===== src/cttpf_pkg.sv =====
// shared constants and carrier types of the core trace packet formatter
package cttpf_pkg;
  // register byte offsets
  localparam logic [7:0] SW_CTRL_OFFS    = 8'h00;
  localparam logic [7:0] PROBE_CTRL_OFFS = 8'h04;
  localparam logic [7:0] STATUS_OFFS     = 8'h08;
  localparam logic [7:0] PKT_COUNT_OFFS  = 8'h0C;
  // control field positions (shared by both control registers)
  localparam int TRACE_EN_BIT   = 0;
  localparam int CYC_ACC_BIT    = 1;
  localparam int OPT_BITS_BIT   = 2;
  localparam int PERF_EN_BIT    = 3;
  localparam int PROBE_OWNS_BIT = 4;
  localparam int ADDR_WIDTH_BIT = 23;
  localparam int EXPAND_BIT     = 28;
  localparam logic [31:0] CTRL_RESET = 32'h0000_0000;
  // completion type codes
  localparam logic [3:0] NO_GRADUATION_CODE = 4'h0;
  localparam logic [3:0] COMP_PLAIN         = 4'h1;
  localparam logic [3:0] COMP_LOAD          = 4'h2;
  localparam logic [3:0] COMP_STORE         = 4'h3;
  localparam logic [3:0] COMP_PC_SYNC       = 4'h4;
  localparam logic [3:0] COMP_BRANCH        = 4'h5;
  localparam logic [3:0] COMP_BR_LOAD       = 4'h6;
  localparam logic [3:0] COMP_BR_STORE      = 4'h7;
  localparam logic [3:0] COMP_FIRST_RSVD    = 4'hC;
  // transfer type codes
  localparam logic [2:0] XFER_NONE_CODE     = 3'h0;
  localparam logic [2:0] DATA_TRANSFER_CODE = 3'h1;
  // fourth format fixed pattern: end flag one over data-transfer code
  localparam logic [3:0] FMT_FOUR_MARK = {1'b1, DATA_TRANSFER_CODE};
  // field bases and widths
  localparam logic [5:0] FMT_THREE_AD_BASE   = 6'd12;
  localparam logic [5:0] FMT_FOUR_AD_BASE    = 6'd16;
  localparam logic [5:0] FMT_FOUR_X_AD_BASE  = 6'd17;
  localparam logic [5:0] AD_NARROW           = 6'd16;
  localparam logic [5:0] AD_WIDE             = 6'd32;
  localparam logic [5:0] FMT_THREE_OPT_COUNT = 6'd2;
  localparam logic [5:0] FMT_FOUR_OPT_COUNT  = 6'd3;
  localparam int         PKT_W               = 52;
  localparam int         FIFO_DEPTH          = 16;
  // one graduation slot from the pipeline
  typedef struct packed {
    logic        valid;        // an instruction graduated
    logic [3:0]  comp;         // completion type
    logic        fetch_miss;   // fetch miss bit
    logic        call_ret;     // call/return tag
    logic        data_miss;    // data cache miss
    logic        xfer_valid;   // address/data transfer present
    logic [2:0]  xfer_type;    // transfer type
    logic        xfer_end;     // last cycle of the transfer
    logic [4:0]  order_tag;    // transaction order tag
    logic        is_addr;      // ad carries an address
    logic        perf_valid;   // ad carries a counter value
    logic [31:0] ad;           // address, data or counter
  } cttpf_grad_t;
  // one formatted packet with its width
  typedef struct packed {
    logic [5:0]       len;     // valid bits from bit 0
    logic [PKT_W-1:0] data;    // packet, unused top bits zero
  } cttpf_pkt_t;
  localparam int PKT_T_W = PKT_W + 6;
endpackage


===== src/cttpf_formatter.sv =====
// trace packet fifo and the formatter top with its register slave
`timescale 1ns/1ps

////////////////////////////////////////////////////////////////////////////////
module cttpf_fifo #(
  parameter int WIDTH = 58,
  parameter int DEPTH = 16
) (
  input  wire logic             clk,       // core clock
  input  wire logic             rst_n,     // async reset
  input  wire logic             s_valid,   // push request
  output logic                  s_ready,   // room available
  input  wire logic [WIDTH-1:0] s_data,    // push word
  output logic                  m_valid,   // word available
  input  wire logic             m_ready,   // pop request
  output logic [WIDTH-1:0]      m_data,    // head word
  output logic [$clog2(DEPTH):0] count     // words held
);
  localparam int AW = $clog2(DEPTH);
  initial
  begin
    if (DEPTH < 2 || (1 << AW) != DEPTH)
      $error("fifo depth must be a power of two, at least 2");
  end
  logic [WIDTH-1:0] mem [DEPTH];
  logic [AW:0]      wr_ptr_r;
  logic [AW:0]      rd_ptr_r;
  logic             push;
  logic             pop;
  // full and empty from the extra pointer bit
  assign count   = wr_ptr_r - rd_ptr_r;
  assign s_ready = (count != DEPTH[AW:0]);
  assign m_valid = (count != '0);
  assign m_data  = mem[rd_ptr_r[AW-1:0]];
  assign push    = s_valid && s_ready;
  assign pop     = m_valid && m_ready;
  // storage, no reset needed on data
  always_ff @(posedge clk)
  begin
    if (push)
      mem[wr_ptr_r[AW-1:0]] <= s_data;
  end
  // pointers
  always_ff @(posedge clk or negedge rst_n)
  begin
    if (!rst_n)
    begin
      wr_ptr_r <= '0;
      rd_ptr_r <= '0;
    end
    else
    begin
      if (push)
        wr_ptr_r <= wr_ptr_r + 1'b1;
      if (pop)
        rd_ptr_r <= rd_ptr_r + 1'b1;
    end
  end
endmodule

////////////////////////////////////////////////////////////////////////////////
module cttpf_formatter #(
  parameter int FIFO_DEPTH = cttpf_pkg::FIFO_DEPTH
) (
  input  wire logic                      SYS_CLK,       // core clock, 250 MHz
  input  wire logic                      NRST,          // async reset, low
  input  wire logic                      GRAD_VALID,    // slot pair offered
  output logic                           GRAD_READY,    // slot pair taken
  input  wire cttpf_pkg::cttpf_grad_t    GRAD_SLOT0,    // graduation slot 0
  input  wire cttpf_pkg::cttpf_grad_t    GRAD_SLOT1,    // graduation slot 1
  output logic                           TRACE_VALID,   // packet valid
  input  wire logic                      TRACE_READY,   // sink takes packet
  output cttpf_pkg::cttpf_pkt_t          TRACE_PKT,     // packet and width
  input  wire logic [7:0]                S_AXI_AWADDR,  // write address
  input  wire logic                      S_AXI_AWVALID, // write address valid
  output logic                           S_AXI_AWREADY, // write address ready
  input  wire logic [31:0]               S_AXI_WDATA,   // write data
  input  wire logic [3:0]                S_AXI_WSTRB,   // byte enables
  input  wire logic                      S_AXI_WVALID,  // write data valid
  output logic                           S_AXI_WREADY,  // write data ready
  output logic [1:0]                     S_AXI_BRESP,   // write response
  output logic                           S_AXI_BVALID,  // write response valid
  input  wire logic                      S_AXI_BREADY,  // write response ready
  input  wire logic [7:0]                S_AXI_ARADDR,  // read address
  input  wire logic                      S_AXI_ARVALID, // read address valid
  output logic                           S_AXI_ARREADY, // read address ready
  output logic [31:0]                    S_AXI_RDATA,   // read data
  output logic [1:0]                     S_AXI_RRESP,   // read response
  output logic                           S_AXI_RVALID,  // read data valid
  input  wire logic                      S_AXI_RREADY   // read data ready
);
  localparam int CW = $clog2(FIFO_DEPTH) + 1;
  initial
  begin
    if (FIFO_DEPTH < 4 || FIFO_DEPTH > 32)
      $error("formatter fifo needs 4 to 32 entries");
  end
  typedef enum logic [1:0] {
    CTTPF_IDLE  = 2'b00,
    CTTPF_SLOT0 = 2'b01,
    CTTPF_SLOT1 = 2'b11
  } cttpf_state_t;

  //////////////////////////////////////////////////////////////////////////////
  // packet assembly for one slot
  function automatic cttpf_pkg::cttpf_pkt_t build_pkt(
    input cttpf_pkg::cttpf_grad_t s,
    input logic                   expand,
    input logic                   addr_wide,
    input logic                   opt_en,
    input logic                   perf_en
  );
    cttpf_pkg::cttpf_pkt_t p;
    logic [51:0] d;
    logic [51:0] adv;
    logic [51:0] optv;
    logic        wide;
    logic        end_fmt;
    logic        ctr_pkt;
    logic [5:0]  aw;
    logic [5:0]  base;
    logic [5:0]  len;
    d    = '0;
    optv = '0;
    ctr_pkt = perf_en && s.perf_valid;
    // narrow when the address width bit is clear or ad is a non-counter address that fits in 16 bits
    // wide variant and mode one otherwise
    wide = addr_wide && (!s.is_addr || ctr_pkt || (s.ad[31:16] != 16'h0000));
    aw   = wide ? cttpf_pkg::AD_WIDE : cttpf_pkg::AD_NARROW;
    adv  = wide ? {20'h00000, s.ad} : {36'h000000000, s.ad[15:0]};
    // fourth format only on the closing data cycle
    // same format for load and store data
    end_fmt = s.xfer_valid && !ctr_pkt && s.xfer_type == cttpf_pkg::DATA_TRANSFER_CODE
              && s.xfer_end;
    if (end_fmt)
    begin
      if (expand)
      begin
        // expansion widens completion to four bits
        d[6:3]   = s.comp;
        d[10:7]  = cttpf_pkg::FMT_FOUR_MARK;
        d[11]    = wide;
        d[16:12] = s.order_tag;
        base     = cttpf_pkg::FMT_FOUR_X_AD_BASE;
      end
      else
      begin
        d[5:3]   = s.comp[2:0];
        d[9:6]   = cttpf_pkg::FMT_FOUR_MARK;
        d[10]    = wide;
        d[15:11] = s.order_tag;
        base     = cttpf_pkg::FMT_FOUR_AD_BASE;
      end
      optv = {49'h0, s.data_miss, s.fetch_miss, s.call_ret} << (base + aw);
      len  = base + aw + (opt_en ? cttpf_pkg::FMT_FOUR_OPT_COUNT : 6'd0);
    end
    else
    begin
      // third layout, type 9:7, end 10, mode 11
      base   = cttpf_pkg::FMT_THREE_AD_BASE;
      d[6:3] = s.comp;
      d[11]  = wide;
      // counter packets are data-transfer, end zero
      if (ctr_pkt)
        d[9:7] = cttpf_pkg::DATA_TRANSFER_CODE;
      else if (s.xfer_valid)
      begin
        d[9:7] = s.xfer_type;
        d[10]  = s.xfer_end;
      end
      else
        d[9:7] = cttpf_pkg::XFER_NONE_CODE;
      optv = {50'h0, s.fetch_miss, s.call_ret} << (base + aw);
      // 28 or 44 bits before optional bits
      len  = base + aw + (opt_en ? cttpf_pkg::FMT_THREE_OPT_COUNT : 6'd0);
      // flag above the optional bits, AD holds counter
      if (perf_en)
      begin
        d   = d | ({51'h0, ctr_pkt} << len);
        len = len + 6'd1;
      end
    end
    d = d | (adv << base);
    if (opt_en)
      d = d | optv;
    p.len  = len;
    p.data = d;
    return p;
  endfunction

  //////////////////////////////////////////////////////////////////////////////
  // control and status registers
  logic [31:0]  sw_ctrl_r;
  logic [31:0]  probe_ctrl_r;
  logic [31:0]  pkt_count_r;
  logic         sink_stall_r;
  logic [31:0]  ctrl;
  logic [CW-1:0] fifo_count;
  // probe copy steers the block when it owns the trace
  assign ctrl = sw_ctrl_r[cttpf_pkg::PROBE_OWNS_BIT] ? probe_ctrl_r : sw_ctrl_r;

  logic        aw_hold_r;
  logic        w_hold_r;
  logic [7:0]  aw_addr_r;
  logic [31:0] w_data_r;
  logic [3:0]  w_strb_r;
  logic        wr_fire;
  assign wr_fire = aw_hold_r && w_hold_r && !S_AXI_BVALID;

  function automatic logic [31:0] merge(input logic [31:0] old, input logic [31:0] nw,
                                        input logic [3:0] strb);
    logic [31:0] r;
    r = old;
    for (int i = 0; i < 4; i++)
    begin
      if (strb[i])
        r[8*i +: 8] = nw[8*i +: 8];
    end
    return r;
  endfunction

  // write address and data taken in either order, response after both
  always_ff @(posedge SYS_CLK or negedge NRST)
  begin
    if (!NRST)
    begin
      aw_hold_r     <= 1'b0;
      w_hold_r      <= 1'b0;
      aw_addr_r     <= 8'h00;
      w_data_r      <= 32'h0000_0000;
      w_strb_r      <= 4'h0;
      S_AXI_AWREADY <= 1'b0;
      S_AXI_WREADY  <= 1'b0;
      S_AXI_BVALID  <= 1'b0;
      S_AXI_BRESP   <= 2'b00;
    end
    else
    begin
      S_AXI_AWREADY <= !aw_hold_r && !S_AXI_AWREADY;
      S_AXI_WREADY  <= !w_hold_r && !S_AXI_WREADY;
      if (S_AXI_AWVALID && S_AXI_AWREADY)
      begin
        aw_hold_r     <= 1'b1;
        aw_addr_r     <= S_AXI_AWADDR;
        S_AXI_AWREADY <= 1'b0;
      end
      if (S_AXI_WVALID && S_AXI_WREADY)
      begin
        w_hold_r     <= 1'b1;
        w_data_r     <= S_AXI_WDATA;
        w_strb_r     <= S_AXI_WSTRB;
        S_AXI_WREADY <= 1'b0;
      end
      if (wr_fire)
      begin
        aw_hold_r    <= 1'b0;
        w_hold_r     <= 1'b0;
        S_AXI_BVALID <= 1'b1;
        if (aw_addr_r == cttpf_pkg::SW_CTRL_OFFS || aw_addr_r == cttpf_pkg::PROBE_CTRL_OFFS)
          S_AXI_BRESP <= 2'b00;
        else
          S_AXI_BRESP <= 2'b10;
      end
      else if (S_AXI_BVALID && S_AXI_BREADY)
        S_AXI_BVALID <= 1'b0;
    end
  end

  // control register contents
  always_ff @(posedge SYS_CLK or negedge NRST)
  begin
    if (!NRST)
    begin
      sw_ctrl_r    <= cttpf_pkg::CTRL_RESET;
      probe_ctrl_r <= cttpf_pkg::CTRL_RESET;
    end
    else if (wr_fire)
    begin
      if (aw_addr_r == cttpf_pkg::SW_CTRL_OFFS)
        sw_ctrl_r <= merge(sw_ctrl_r, w_data_r, w_strb_r);
      else if (aw_addr_r == cttpf_pkg::PROBE_CTRL_OFFS)
        probe_ctrl_r <= merge(probe_ctrl_r, w_data_r, w_strb_r);
    end
  end

  // read channel, one cycle after the address is taken
  always_ff @(posedge SYS_CLK or negedge NRST)
  begin
    if (!NRST)
    begin
      S_AXI_ARREADY <= 1'b0;
      S_AXI_RVALID  <= 1'b0;
      S_AXI_RDATA   <= 32'h0000_0000;
      S_AXI_RRESP   <= 2'b00;
    end
    else
    begin
      S_AXI_ARREADY <= !S_AXI_RVALID && !S_AXI_ARREADY;
      if (S_AXI_ARVALID && S_AXI_ARREADY)
      begin
        S_AXI_ARREADY <= 1'b0;
        S_AXI_RVALID  <= 1'b1;
        S_AXI_RRESP   <= 2'b00;
        if (S_AXI_ARADDR == cttpf_pkg::SW_CTRL_OFFS)
          S_AXI_RDATA <= sw_ctrl_r;
        else if (S_AXI_ARADDR == cttpf_pkg::PROBE_CTRL_OFFS)
          S_AXI_RDATA <= probe_ctrl_r;
        else if (S_AXI_ARADDR == cttpf_pkg::STATUS_OFFS)
          S_AXI_RDATA <= {23'h000000, sink_stall_r, GRAD_READY, {(7 - CW){1'b0}}, fifo_count};
        else if (S_AXI_ARADDR == cttpf_pkg::PKT_COUNT_OFFS)
          S_AXI_RDATA <= pkt_count_r;
        else
        begin
          S_AXI_RDATA <= 32'h0000_0000;
          S_AXI_RRESP <= 2'b10;
        end
      end
      else if (S_AXI_RVALID && S_AXI_RREADY)
        S_AXI_RVALID <= 1'b0;
    end
  end

  //////////////////////////////////////////////////////////////////////////////
  // slot sequencing
  cttpf_state_t          state_r;
  cttpf_state_t          state_nxt;
  cttpf_pkg::cttpf_pkt_t pend_r [2];
  logic [1:0]            pend_v_r;
  logic                  take;
  logic                  push_v;
  logic                  push_rdy;
  cttpf_pkg::cttpf_pkt_t push_pkt;
  cttpf_pkg::cttpf_grad_t slot_in [2];
  logic [1:0]            slot_emit;

  assign take = GRAD_VALID && GRAD_READY;

  // empty slots become no-graduation packets in cycle-accurate mode
  always_comb
  begin
    slot_in[0] = GRAD_SLOT0;
    slot_in[1] = GRAD_SLOT1;
    for (int i = 0; i < 2; i++)
    begin
      slot_emit[i] = ctrl[cttpf_pkg::TRACE_EN_BIT]
                     && (slot_in[i].valid || ctrl[cttpf_pkg::CYC_ACC_BIT]);
      if (!slot_in[i].valid)
      begin
        slot_in[i].comp       = cttpf_pkg::NO_GRADUATION_CODE;
        slot_in[i].xfer_valid = 1'b0;
        slot_in[i].perf_valid = 1'b0;
      end
    end
  end

  // slot 0 always pushed ahead of slot 1
  always_comb
  begin
    state_nxt = state_r;
    push_v    = 1'b0;
    push_pkt  = pend_r[0];
    case (state_r)
      CTTPF_IDLE:
        if (take)
          state_nxt = CTTPF_SLOT0;
      CTTPF_SLOT0:
      begin
        push_v = pend_v_r[0];
        if (!pend_v_r[0] || push_rdy)
          state_nxt = CTTPF_SLOT1;
      end
      CTTPF_SLOT1:
      begin
        push_v   = pend_v_r[1];
        push_pkt = pend_r[1];
        if (!pend_v_r[1] || push_rdy)
          state_nxt = CTTPF_IDLE;
      end
      default:
        state_nxt = CTTPF_IDLE;
    endcase
  end

  // state and pending packets, ready only while idle
  always_ff @(posedge SYS_CLK or negedge NRST)
  begin
    if (!NRST)
    begin
      state_r    <= CTTPF_IDLE;
      pend_v_r   <= 2'b00;
      pend_r[0]  <= '0;
      pend_r[1]  <= '0;
      GRAD_READY <= 1'b0;
    end
    else
    begin
      state_r    <= state_nxt;
      GRAD_READY <= (state_nxt == CTTPF_IDLE) && !take;
      if (take)
      begin
        pend_v_r <= slot_emit;
        for (int i = 0; i < 2; i++)
          pend_r[i] <= build_pkt(slot_in[i], ctrl[cttpf_pkg::EXPAND_BIT],
                                 ctrl[cttpf_pkg::ADDR_WIDTH_BIT],
                                 ctrl[cttpf_pkg::OPT_BITS_BIT],
                                 ctrl[cttpf_pkg::PERF_EN_BIT]);
      end
    end
  end

  //////////////////////////////////////////////////////////////////////////////
  // packet fifo and registered output stage
  logic                  fifo_v;
  logic                  fifo_pop;
  cttpf_pkg::cttpf_pkt_t fifo_pkt;
  assign fifo_pop = !TRACE_VALID || TRACE_READY;

  cttpf_fifo #(
    .WIDTH (cttpf_pkg::PKT_T_W),
    .DEPTH (FIFO_DEPTH)
  ) u_fifo (
    .clk     (SYS_CLK),
    .rst_n   (NRST),
    .s_valid (push_v),
    .s_ready (push_rdy),
    .s_data  (push_pkt),
    .m_valid (fifo_v),
    .m_ready (fifo_pop),
    .m_data  (fifo_pkt),
    .count   (fifo_count)
  );

  // output register; sink stall backs up into the fifo and the pipeline
  always_ff @(posedge SYS_CLK or negedge NRST)
  begin
    if (!NRST)
    begin
      TRACE_VALID <= 1'b0;
      TRACE_PKT   <= '0;
    end
    else if (fifo_pop)
    begin
      TRACE_VALID <= fifo_v;
      if (fifo_v)
        TRACE_PKT <= fifo_pkt;
    end
  end

  // delivered packet count and sticky sink stall, write to status clears nothing
  always_ff @(posedge SYS_CLK or negedge NRST)
  begin
    if (!NRST)
    begin
      pkt_count_r  <= 32'h0000_0000;
      sink_stall_r <= 1'b0;
    end
    else
    begin
      if (TRACE_VALID && TRACE_READY)
        pkt_count_r <= pkt_count_r + 32'h0000_0001;
      if (push_v && !push_rdy)
        sink_stall_r <= 1'b1;
      else if (wr_fire && aw_addr_r == cttpf_pkg::SW_CTRL_OFFS)
        sink_stall_r <= 1'b0;
    end
  end
endmodule


===== config.mk =====
export PLATFORM = sky130hd
export DESIGN_NAME = cttpf_formatter
export DESIGN_NICKNAME = d
export VERILOG_FILES = /design/src/cttpf_pkg.sv /design/src/cttpf_formatter.sv
export SDC_FILE = /design/constraint.sdc
export NUM_CORES = 2
export LEC_CHECK = 0
export ABC_AREA = 0
export BUFFER_PORTS_ARGS = -buffer_cell sky130_fd_sc_hd__buf_4
export CAP_MARGIN = 10
export CORE_UTILIZATION = 61
export DETAILED_ROUTE_END_ITERATION = 7
export PLACE_DENSITY_LB_ADDON = 0.1
export REMOVE_ABC_BUFFERS = 1
export SYNTH_ARGS = -nofsm -noshare
export SYNTH_HDL_FRONTEND = slang
export SYNTH_HIERARCHICAL = 1
export SYNTH_SLANG_ARGS = --single-unit

===== constraint.sdc =====
create_clock -name SYS_CLK -period 5.1 [get_ports SYS_CLK]
set_input_delay 1.02 -clock SYS_CLK [delete_from_list [all_inputs] [get_ports SYS_CLK]]
set_output_delay 1.02 -clock SYS_CLK [all_outputs]
set_load 0.005 [all_outputs]

==> run summary <==
CTS HTree Levels = 4
Cell Pwr Density = 515 nW/um^2
Gates resized, CTS repair = 0
Routing usage on met1 = 0.428
Max-slew headroom = 0.228
Die Wd = 297 um
Leakage = 0.0231 uW
MaxCap Viol Count = 0
Yosys reg bits = 1300
Starting Density = 0.620
Grt met3 use = 0.0686
Clock Tree Buf Depth = 3
Post-synth top flop = edfxtp_1
CP startpoint kind = flop
RSZ-0062 raised after global routing = false
Final hold vios = 0
Setup Fix Bufs, Post-CTS = 0
Avg Cell Area, Syn = 16.3 um^2
Hold_buf cts = 0
GRT Total Usage = 0.313
Post-Synthesis Cells = 3254
Main combinational cell family by area after synthesis = multiplexers
Filler Cell Count = 5469
Core ar. = 85700 um^2
Commonest non-fill, non-tap cell in the layout = edfxtp_1
Post-Synth Adder-Cell Area = 0.00368
Slew @ Worst Pin = 1160 ps
Largest net degree at the start of global routing = 135
Layout Nets = 3695
Clock Skews = 29.9 ps
First drt pass iteration count = 6
Vias in the first global route = 32100
Multiplexer share of the synthesized area = 0.159
Yosys cell types = 77
CTS sink cnt = 1300
Peak VDD IR = 0.000518 V
WP data required = 5480 ps
CTS buffer count = 132
Post-route cell area = 60600 um^2
DP Area = 56300 um^2
Max Fclk = 274 MHz
DRT iter0 DRCs = 3221
Clk root buf = clkbuf_16
Global-route wire length before repair = 203000 um
CTS tree = built
HPWL Detailed = 78500 um
Initial antenna violation count = 10
Area growth syn-to-layout = 14.3%
GPL Wtd Cong = 0.918
DRT Wirelength = 136000 um
Remaining Overflow, GRT = 0
Syn Std Cell Area = 53100 um^2
Busiest grt layer = met2
Hold WS = 284 ps
XOR/XNOR Fraction of Synth Area = 0.00738
Sequential area share after synthesis = 0.700
Port bufs = 263
Post-Synth Simple-Gate Area = 0.0712
GRT met2 Usage = 0.507
Worst Hold Class = in2async
Antenna viol nets, final = 0
Layout cells sized above 1 = 0.290
Status = completed
Final setup violation count = 0
Clock transition at path regs = 60 ps
Most frequent cells in the layout = edfxtp_1, nand2_1, dfrtp_1, buf_4, mux2_2
Fin crit period = 3650 ps
Period utilization = 0.716
Avg WL per Cell = 28.4 um
Max-slew violation count = 0
Async SR Flop Fraction = 0.286
Std-Cell Rows = 107
Setup Crit Path Kind = reg2reg
CP max FO = 31
TNS Setup = 0 ps
Routed via count = 31000
Post-synthesis compound-gate area fraction = 0.0393
Remaining DRCs = 0
Die Span Y = 297 um
Yosys warning count = 6
Clock Latency Late Sink = 720 ps
Die ar. = 88200 um^2
I/O Pins = 266
CP arrival = 4030 ps
Post-synth EDFFs = 928
DR vias/cell = 6.50
CP endpoint kind = flop
==> per-layer routing <==
layer / share of wire / routed length, um / vias up
li1: - / - / 13000
met1: 0.39 / 52700 / 16100
met2: 0.49 / 66100 / 1585
met3: 0.093 / 12600 / 279
met4: 0.030 / 4120 / 16
met5: 0.00085 / 115 / -
==> cells in the mapped netlist (13+ instances only) <==
cell type | number | area [um^2]
buf_4 | 22 | 165
ha_1 | 14 | 175
mux2_2 | 254 | 2860
nand3_1 | 73 | 365
o211ai_1 | 37 | 278
nor2_1 | 48 | 180
dfrtp_1 | 372 | 9310
xnor2_1 | 29 | 254
and2_1 | 19 | 119
nand2_1 | 578 | 2170
buf_2 | 27 | 135
a21oi_1 | 36 | 180
mux2i_1 | 16 | 160
a31oi_1 | 73 | 457
o31ai_1 | 17 | 128
a22oi_1 | 25 | 188
nor3_1 | 13 | 65.1
buf_1 | 19 | 71.3
mux4_2 | 239 | 5380
inv_1 | 16 | 60.1
o21ai_0 | 59 | 295
and3_1 | 87 | 544
clkbuf_1 | 113 | 424
edfxtp_1 | 928 | 27900
==> sequential cells by signal, summed over array words and instances, names as in the netlist, 2 cells and up <==
signal / cells
w_data_r: 32
aw_addr_r: 8
state_r: 2
w_strb_r: 4
pend_r: 116
sw_ctrl_r: 32
probe_ctrl_r: 32
TRACE_PKT: 58
u_fifo/wr_ptr_r: 5
S_AXI_RDATA: 32
pkt_count_r: 32
u_fifo/rd_ptr_r: 5
u_fifo/mem: 928
pend_v_r: 2
==> worst max-delay path, cell delays in order, from the launching register on <==
cell	delay [ps]
dfrtp_1	410
inv_1	180
ha_1	210
inv_1	60
fa_1	490
xor2_2	270
and4b_4	260
o22ai_4	210
and3_1	280
and2_4	570
buf_12	320
==> final timing paths <==
path	startpoint	to	slack [ps]	cells past startpoint
worst min-delay path	NRST	TRACE_PKT[57]	280	1
worst min register to register	pend_r[110]	pend_r[110]	460	2
worst max-delay path	u_fifo/wr_ptr_r[0]	u_fifo/mem[3][28]	1450	10
worst max register to register	u_fifo/wr_ptr_r[0]	u_fifo/mem[3][28]	1450	10
max in group asynchronous	NRST	TRACE_PKT[42]	3590	2
min in group SYS_CLK	pend_r[110]	pend_r[110]	460	2
==> per-stage QoR <==
stage	worst slack, ps	std cells	power (uW)	util
floorplan	-7560	3063	18800	-
global placement	1590	4525	21500	0.657
detailed placement	1500	4525	21800	0.657
CTS	1470	4770	31400	0.708
global route	1360	4770	32400	0.708
finish	1450	4774	31200	0.708
==> power by group <==
group	internal, uW	switching (uW)	total (uW)
clock network	5670	4000	9670
registers	12900	611	13500
logic	3410	4640	8050
==> kinds of logic (layout without fill, tap and decap cells) <==
family	after synthesis	after routing
AOI/OAI and AO/OA	307	307
xor gates and xnor gates	43	43
adders and majority gates	15	15
buffers and inverters	212	583
DFF	1300	1300
muxes	511	511
other	1	6
and+or+nand+nor	865	865
==> layout make-up <==
type,instances,area [um^2],area share
Antenna cell,4,10.0,0.000165
Tap cell,1144,1430,0.0236
Timing Repair Buffer,318,2620,0.0432
Clock buffer,187,3750,0.0618
Inverter,20,75.1,0.00124
Clock inverter,58,614,0.0101
Multi-Input combinational cell,1743,15000,0.247
Sequential cell,1300,37200,0.613
Power figures use the tool's default switching activity.
